==> src/verilog/sfv_regs.svh <==
// Register map constants for the filter, volume and readback register group
// Assumes inclusion by the package and the register block only
`ifndef SFV_REGS_SVH
`define SFV_REGS_SVH

// ----------------------------------------------------------------------
// Offsets
// ----------------------------------------------------------------------
`define SFV_OFS_CUTOFF_LOW      5'h15
`define SFV_OFS_CUTOFF_HIGH     5'h16
`define SFV_OFS_RES_ROUTING     5'h17
`define SFV_OFS_MODE_VOLUME     5'h18
`define SFV_OFS_PADDLE_X        5'h19
`define SFV_OFS_PADDLE_Y        5'h1a
`define SFV_OFS_V3_WAVE         5'h1b
`define SFV_OFS_V3_ENV          5'h1c

// ----------------------------------------------------------------------
// Fields
// ----------------------------------------------------------------------
`define SFV_CUTOFF_LOW_MSB      2
`define SFV_RES_LSB             4
`define SFV_ROUTE_V1            0
`define SFV_ROUTE_V2            1
`define SFV_ROUTE_V3            2
`define SFV_ROUTE_EXT           3
`define SFV_MODE_LP             4
`define SFV_MODE_BP             5
`define SFV_MODE_HP             6
`define SFV_MODE_V3_OFF         7
`define SFV_VOL_MSB             3

// ----------------------------------------------------------------------
// Reset values and timing
// ----------------------------------------------------------------------
`define SFV_RESET_BYTE          8'h00
`define SFV_PADDLE_PERIOD       512
`define SFV_RESET_HOLD          10

`endif

==> src/verilog/sfv_pkg.sv <==
// Types for the filter, volume and readback register group
// Assumes the constants header sits beside it
`include "sfv_regs.svh"
`default_nettype none
package sfv_pkg;
  typedef logic [7:0]  sfv_byte_t;
  typedef logic [10:0] sfv_cutoff_t;
  typedef logic [3:0]  sfv_nibble_t;
endpackage : sfv_pkg
`default_nettype wire

==> src/verilog/sfv_regs.sv <==
// Filter control, master level and readback register block
// Assumes sound units drive readbacks on the same clock
`include "sfv_regs.svh"
`timescale 1ns/10ps
`default_nettype none
module sfv_regs
  import sfv_pkg::*;
#(
  parameter int PADDLE_PERIOD = `SFV_PADDLE_PERIOD
) (
  // Clock and reset
  input  wire logic  core_clk_i,
  input  wire logic  rst_i,
  // Processor bus
  input  wire logic  phase2_i,
  input  wire logic  chip_sel_n_i,
  input  wire logic  read_not_write_i,
  input  wire logic [4:0] addr_i,
  input  wire logic [7:0] data_i,
  output logic [7:0] data_o,
  output logic       data_oe_o,
  // Readback sources
  input  wire logic [7:0] paddle_x_conv_i,
  input  wire logic [7:0] paddle_y_conv_i,
  input  wire logic [11:0] voice3_osc_i,
  input  wire logic [7:0] voice3_env_i,
  // Controls toward filter and mixer
  output logic [10:0] cutoff_code_o,
  output logic [3:0]  peak_emphasis_level_o,
  output logic [3:0]  filter_route_o,
  output logic        lowpass_select_o,
  output logic        bandpass_select_o,
  output logic        upper_pass_select_o,
  output logic        voice3_direct_off_o,
  output logic [3:0]  master_level_o
);

  // ----------------------------------------------------------------------
  // Parameter check
  // ----------------------------------------------------------------------
  // Counter is 16 bits; a period below two cannot tick cleanly
  if (PADDLE_PERIOD < 2 || PADDLE_PERIOD > 65535) begin : g_bad_period
    $error("PADDLE_PERIOD out of range");
  end

  // ----------------------------------------------------------------------
  // Helper functions
  // ----------------------------------------------------------------------
  // Address comparison
  function automatic logic addr_is(input logic [4:0] addr,
                                   input logic [4:0] ofs);
    return (addr == ofs);
  endfunction : addr_is

  // Load a byte on a strobe, hold it otherwise
  function automatic sfv_byte_t load_or_hold(input logic      load,
                                             input sfv_byte_t value,
                                             input sfv_byte_t held);
    return load ? value : held;
  endfunction : load_or_hold

  // ----------------------------------------------------------------------
  // Storage
  // ----------------------------------------------------------------------
  sfv_byte_t   cut_lo_reg;
  sfv_byte_t   cut_hi_reg;
  sfv_byte_t   res_route_reg;
  sfv_byte_t   mode_vol_reg;
  sfv_byte_t   pad_x_reg;
  sfv_byte_t   pad_y_reg;
  sfv_byte_t   rdata_reg;
  logic        rd_oe_reg;
  logic [15:0] pad_cnt_reg;

  sfv_byte_t   cut_lo_next;
  sfv_byte_t   cut_hi_next;
  sfv_byte_t   res_route_next;
  sfv_byte_t   mode_vol_next;
  sfv_byte_t   pad_x_next;
  sfv_byte_t   pad_y_next;
  sfv_byte_t   rdata_next;
  logic        rd_oe_next;
  logic [15:0] pad_cnt_next;
  sfv_byte_t   rd_mux;

  // ----------------------------------------------------------------------
  // Bus decode
  // ----------------------------------------------------------------------
  wire logic access_ok = ~chip_sel_n_i & phase2_i;
  wire logic wr_en     = access_ok & ~read_not_write_i;
  wire logic rd_en     = access_ok & read_not_write_i;

  // Only the four control locations take writes
  wire logic wr_cut_lo    = wr_en & addr_is(addr_i, `SFV_OFS_CUTOFF_LOW);
  wire logic wr_cut_hi    = wr_en & addr_is(addr_i, `SFV_OFS_CUTOFF_HIGH);
  wire logic wr_res_route = wr_en & addr_is(addr_i, `SFV_OFS_RES_ROUTING);
  wire logic wr_mode_vol  = wr_en & addr_is(addr_i, `SFV_OFS_MODE_VOLUME);

  // ----------------------------------------------------------------------
  // Control next values
  // ----------------------------------------------------------------------
  assign cut_lo_next    = load_or_hold(wr_cut_lo, data_i, cut_lo_reg);
  assign cut_hi_next    = load_or_hold(wr_cut_hi, data_i, cut_hi_reg);
  assign res_route_next = load_or_hold(wr_res_route, data_i, res_route_reg);
  assign mode_vol_next  = load_or_hold(wr_mode_vol, data_i, mode_vol_reg);

  // ----------------------------------------------------------------------
  // Paddle next values
  // ----------------------------------------------------------------------
  // Readings stay valid between samples; only the period tick reloads them
  wire logic pad_tick = (pad_cnt_reg == 16'(PADDLE_PERIOD - 1));

  assign pad_cnt_next = pad_tick ? 16'h0000 : pad_cnt_reg + 16'h0001;
  assign pad_x_next   = load_or_hold(pad_tick, paddle_x_conv_i, pad_x_reg);
  assign pad_y_next   = load_or_hold(pad_tick, paddle_y_conv_i, pad_y_reg);

  // ----------------------------------------------------------------------
  // Cutoff low register
  // ----------------------------------------------------------------------
  always_ff @(posedge core_clk_i) begin
    if (rst_i) begin
      cut_lo_reg <= `SFV_RESET_BYTE;
    end else begin
      cut_lo_reg <= cut_lo_next;
    end
  end

  // ----------------------------------------------------------------------
  // Cutoff high register
  // ----------------------------------------------------------------------
  always_ff @(posedge core_clk_i) begin
    if (rst_i) begin
      cut_hi_reg <= `SFV_RESET_BYTE;
    end else begin
      cut_hi_reg <= cut_hi_next;
    end
  end

  // ----------------------------------------------------------------------
  // Resonance and routing register
  // ----------------------------------------------------------------------
  always_ff @(posedge core_clk_i) begin
    if (rst_i) begin
      res_route_reg <= `SFV_RESET_BYTE;
    end else begin
      res_route_reg <= res_route_next;
    end
  end

  // ----------------------------------------------------------------------
  // Mode and level register
  // ----------------------------------------------------------------------
  always_ff @(posedge core_clk_i) begin
    if (rst_i) begin
      mode_vol_reg <= `SFV_RESET_BYTE;
    end else begin
      mode_vol_reg <= mode_vol_next;
    end
  end

  // ----------------------------------------------------------------------
  // Paddle period counter
  // ----------------------------------------------------------------------
  always_ff @(posedge core_clk_i) begin
    if (rst_i) begin
      pad_cnt_reg <= 16'h0000;
    end else begin
      pad_cnt_reg <= pad_cnt_next;
    end
  end

  // ----------------------------------------------------------------------
  // Paddle readings
  // ----------------------------------------------------------------------
  always_ff @(posedge core_clk_i) begin
    if (rst_i) begin
      pad_x_reg <= `SFV_RESET_BYTE;
    end else begin
      pad_x_reg <= pad_x_next;
    end
  end

  always_ff @(posedge core_clk_i) begin
    if (rst_i) begin
      pad_y_reg <= `SFV_RESET_BYTE;
    end else begin
      pad_y_reg <= pad_y_next;
    end
  end

  // ----------------------------------------------------------------------
  // Read path
  // ----------------------------------------------------------------------
  always_comb begin
    unique case (addr_i)
      `SFV_OFS_PADDLE_X: rd_mux = pad_x_reg;
      `SFV_OFS_PADDLE_Y: rd_mux = pad_y_reg;
      `SFV_OFS_V3_WAVE:  rd_mux = voice3_osc_i[11:4];
      `SFV_OFS_V3_ENV:   rd_mux = voice3_env_i;
      default:           rd_mux = 8'h00;
    endcase
  end

  // Live readbacks are captured at the edge that takes the read
  assign rdata_next = load_or_hold(rd_en, rd_mux, rdata_reg);
  assign rd_oe_next = rd_en;

  always_ff @(posedge core_clk_i) begin
    if (rst_i) begin
      rdata_reg <= `SFV_RESET_BYTE;
    end else begin
      rdata_reg <= rdata_next;
    end
  end

  always_ff @(posedge core_clk_i) begin
    if (rst_i) begin
      rd_oe_reg <= 1'b0;
    end else begin
      rd_oe_reg <= rd_oe_next;
    end
  end

  // ----------------------------------------------------------------------
  // Data bus drive
  // ----------------------------------------------------------------------
  // Drive drops in the same cycle as the strobe, so the bus is never held

  assign data_o    = rdata_reg;
  assign data_oe_o = rd_oe_reg & rd_en;

  // ----------------------------------------------------------------------
  // Control outputs
  // ----------------------------------------------------------------------
  assign cutoff_code_o         = {cut_hi_reg, cut_lo_reg[`SFV_CUTOFF_LOW_MSB:0]};
  assign peak_emphasis_level_o = res_route_reg[7:`SFV_RES_LSB];
  assign filter_route_o        = res_route_reg[`SFV_ROUTE_EXT:`SFV_ROUTE_V1];
  assign lowpass_select_o      = mode_vol_reg[`SFV_MODE_LP];
  assign bandpass_select_o     = mode_vol_reg[`SFV_MODE_BP];
  assign upper_pass_select_o   = mode_vol_reg[`SFV_MODE_HP];
  assign voice3_direct_off_o   = mode_vol_reg[`SFV_MODE_V3_OFF];
  assign master_level_o        = mode_vol_reg[`SFV_VOL_MSB:0];

endmodule : sfv_regs
`default_nettype wire

==> config.mk <==
export PLATFORM = sky130hd
export DESIGN_NAME = sfv_regs
export DESIGN_NICKNAME = d
export VERILOG_FILES = /design/src/verilog/sfv_pkg.sv /design/src/verilog/sfv_regs.sv
export VERILOG_INCLUDE_DIRS = /design/src /design/src/verilog
export SDC_FILE = /design/constraint.sdc
export NUM_CORES = 1
export LEC_CHECK = 0
export BUFFER_PORTS_ARGS = -buffer_cell sky130_fd_sc_hd__buf_2
export CAP_MARGIN = 10
export CORE_MARGIN = 2
export CORE_UTILIZATION = 29
export CTS_BUF_LIST = sky130_fd_sc_hd__clkbuf_2 sky130_fd_sc_hd__clkbuf_4 sky130_fd_sc_hd__clkbuf_8
export DETAILED_ROUTE_END_ITERATION = 6
export GPL_TIMING_DRIVEN = 0
export PLACE_DENSITY_LB_ADDON = 0.2
export SYNTH_ARGS = -nofsm -noshare
export SYNTH_HDL_FRONTEND = slang
export SYNTH_SLANG_ARGS = --single-unit
==> constraint.sdc <==
create_clock -name core_clk_i -period 2.6 [get_ports core_clk_i]
set_clock_uncertainty 0.15 [all_clocks]
set_input_delay 0.13 -clock core_clk_i [delete_from_list [all_inputs] [get_ports core_clk_i]]
set_output_delay 0.13 -clock core_clk_i [all_outputs]
set_load 0.02 [all_outputs]
==> reports/qor.txt <==
CP Capture Type = flop
PwrDens = 515 nW/µm²
RSZ-0062 raised after global routing = false
input/output buffers = 85
initial antenna violation count = 0
syn nets = 345
setup violators final = 0
largest area contributor in the netlist = dfxtp_1
io pins = 90
Sink Count = 68
CTS tree = done
Hold Path Class = in -> reg
Critical Path Max Stage Delay = 0.43 ns
top-count cell post-synth = dfxtp_1
die extent in x = 102 µm
compound-gate portion of the synthesized area = 0.0787
Leakage = 1.56 nW
worst r2r src = pad_cnt_reg[0]
Finished Core Util = 0.414
CP max stage cell = dfxtp_1
htree depth = 3
gr usage total = 0.145
xor/xnor share of the synthesized area = 0.0469
top post-synthesis cells by area = dfxtp_1, mux2i_1, nor2_1, xnor2_1, nand2_1
CTS resizes = 0
Worst EP arrival = 2.26 ns
# Max-Cap Violations = 0
distinct cell type count after synthesis = 36
DIE AREA = 10500 µm²
Setup crit start = pad_cnt_reg[0]
vias after detailed routing = 2451
global-route wire length before repair = 11600 µm
family with the most delay on the worst path = simple AND/OR/NAND/NOR gates
flip-flop and latch count after synthesis = 68
Worst-Margin Slew = 0.948 ns
setup TNS = 0 ns
cell count after synthesis = 290
Mean Syn Cell Area = 9.65 µm²
synth warn = 0
nets@finish = 471
Rel. slew slack = 0.365
area taken by multi-input logic gates = 1350 µm²
Root Buffer Master = clkbuf_8
1st-pass router iterations = 4
post-synth top area share = 0.486
largest family of logic cells by synthesized area = simple AND/OR/NAND/NOR gates
Die Y = 102 µm
outcome = finished clean
Hold Violations, Final = 0
Initial DRC Count = 76
Worst Setup Start Kind = flop
HPWL after DPL = 5390 µm
max reg flops = 16
GR Overflow Total = 0
mux cell area share after synthesis = 0.154
mean number of vias per cell = 4.46
Ant. Diodes = 0
Routed Antenna Nets = 0
sequential area share after synthesis = 0.486
max-slew violations = 0
Post-Synth Adder-Cell Area = 0.00447
fillers = 966
min Tclk post-route = 2.19 ns
CTS clk-pin slew, worst paths = 0.07 ns
layout cells sized above 1 = 0.271
register area = 1360 µm²
min-delay src = addr_i[2]
detailed-route DRC error count = 0
FMAX = 456 MHz
core area = 9280 µm²
CP max FO = 10
CP required = 2.67 ns
Async S/R FF share, synth = 0
VDD IR-drop max = 0.000182 V
initial core utilization = 0.301
CP cell instances = ha_1 -> nand4_1 -> nor4_4 -> buf_4 -> buf_6 -> mux2i_1 -> nor2_1
Buf/Inv on CP = 2
routed len/inst = 13.4 µm
GPL Wtd Cong = 0.757
top_reg_cell synth = dfxtp_1
post-synthesis cell area = 2800 µm²
crit share post-route = 0.844
number of synthesized flops with an enable pin = 0
vias in the first global route = 2357
FP Rows = 35
largest net degree at the start of global routing = 12
Commonest cells post-synth = dfxtp_1, nor2_1, mux2i_1
Synth Area in Simple Gates = 0.198
drt total wl = 7390 µm
Layout area overhead = 37.3%
critical path class = reg -> reg
worst-skew pair later-pin latency = 0.34 ns
clock buffer count from CTS = 9
CTS Buffer Depth = 2
worst paths after layout:
kind	end	slack [ns]	depth (start not counted)
worst max register to register	pad_y_reg[5]	0.41	7
worst max-delay path	pad_y_reg[5]	0.41	7
worst min-delay path	mode_vol_reg[1]	0.07	4
worst min register to register	mode_vol_reg[4]	0.30	2
logic make-up after synthesis:
group / Yosys count
adders and majority gates: 1
DFF: 68
AOI/OAI and AO/OA: 32
buffers and inverters: 18
xor gates and xnor gates: 15
muxes: 43
and+or+nand+nor: 113
cells in the final DEF (no fill, tap or decap), types with 9 or more instances in the layout:
| cell | n |
|---|---|
| clkbuf_8 | 10 |
| mux2i_1 | 43 |
| nor2_1 | 54 |
| clkbuf_1 | 9 |
| dlygate4sd3_1 | 25 |
| nand2_1 | 20 |
| xnor2_1 | 10 |
| dfxtp_1 | 68 |
| buf_2 | 86 |
what timing repair did:
item | in CTS | in global routing
setup endpoints to repair | 0 | 20
buffers inserted | 0 | 4
hold buffers | 25 | 0
endpoints found under the hold margin | 44 | 0
metal layers:
| layer | up-vias | part of all wire | track usage | routed length (µm) |
|---|---|---|---|---|
| li1 | 1266 | - | - | - |
| met1 | 1138 | 0.47 | 0.184 | 3500 |
| met2 | 41 | 0.48 | 0.235 | 3560 |
| met3 | 6 | 0.036 | 0.0383 | 263 |
| met4 | 0 | 0.0088 | 0.0554 | 65 |
| met5 | - | 0 | 0 | 0 |
final cells by class:
type                    instances  area share
plain buffers                  15      0.0199
clock buffers                  11      0.0378
clock inverters                 5     0.00716
inverters                       3     0.00293
multi-input cells             204       0.351
flip-flops and latches         68       0.354
well taps                     129      0.0420
repair buffers                115       0.185
power breakdown:
part | leakage [nW] | internal (W) | switching (W)
logic | 0.916 | 0.0000777 | 0.0000742
clock network | 0.0923 | 0.000376 | 0.000399
registers | 0.548 | 0.00105 | 0.00000641
total | 1.56 | 0.00150 | 0.000480
tightest hold or removal path, stage by stage:
cell and delay (ns):
buf_2 0.16, nor4_1 0.10, nand2_1 0.07, a21oi_1 0.05
through the flow:
step           setup WS, ns  power (W)  area (µm²)  cells  hold slack (ns)
2_1_floorplan         0.463    0.00113        2800    290           0.0595
3_3_place_gp         0.0868    0.00120        3390    504            0.169
3_5_place_dp         0.0793    0.00120        3390    504            0.166
4_1_cts              0.0575    0.00201        3810    545           0.0586
5_1_grt               0.218    0.00208        3840    550           0.0850
6_report              0.407    0.00198        3840    550           0.0731
No activity file was read; power rests on OpenSTA's default activity.
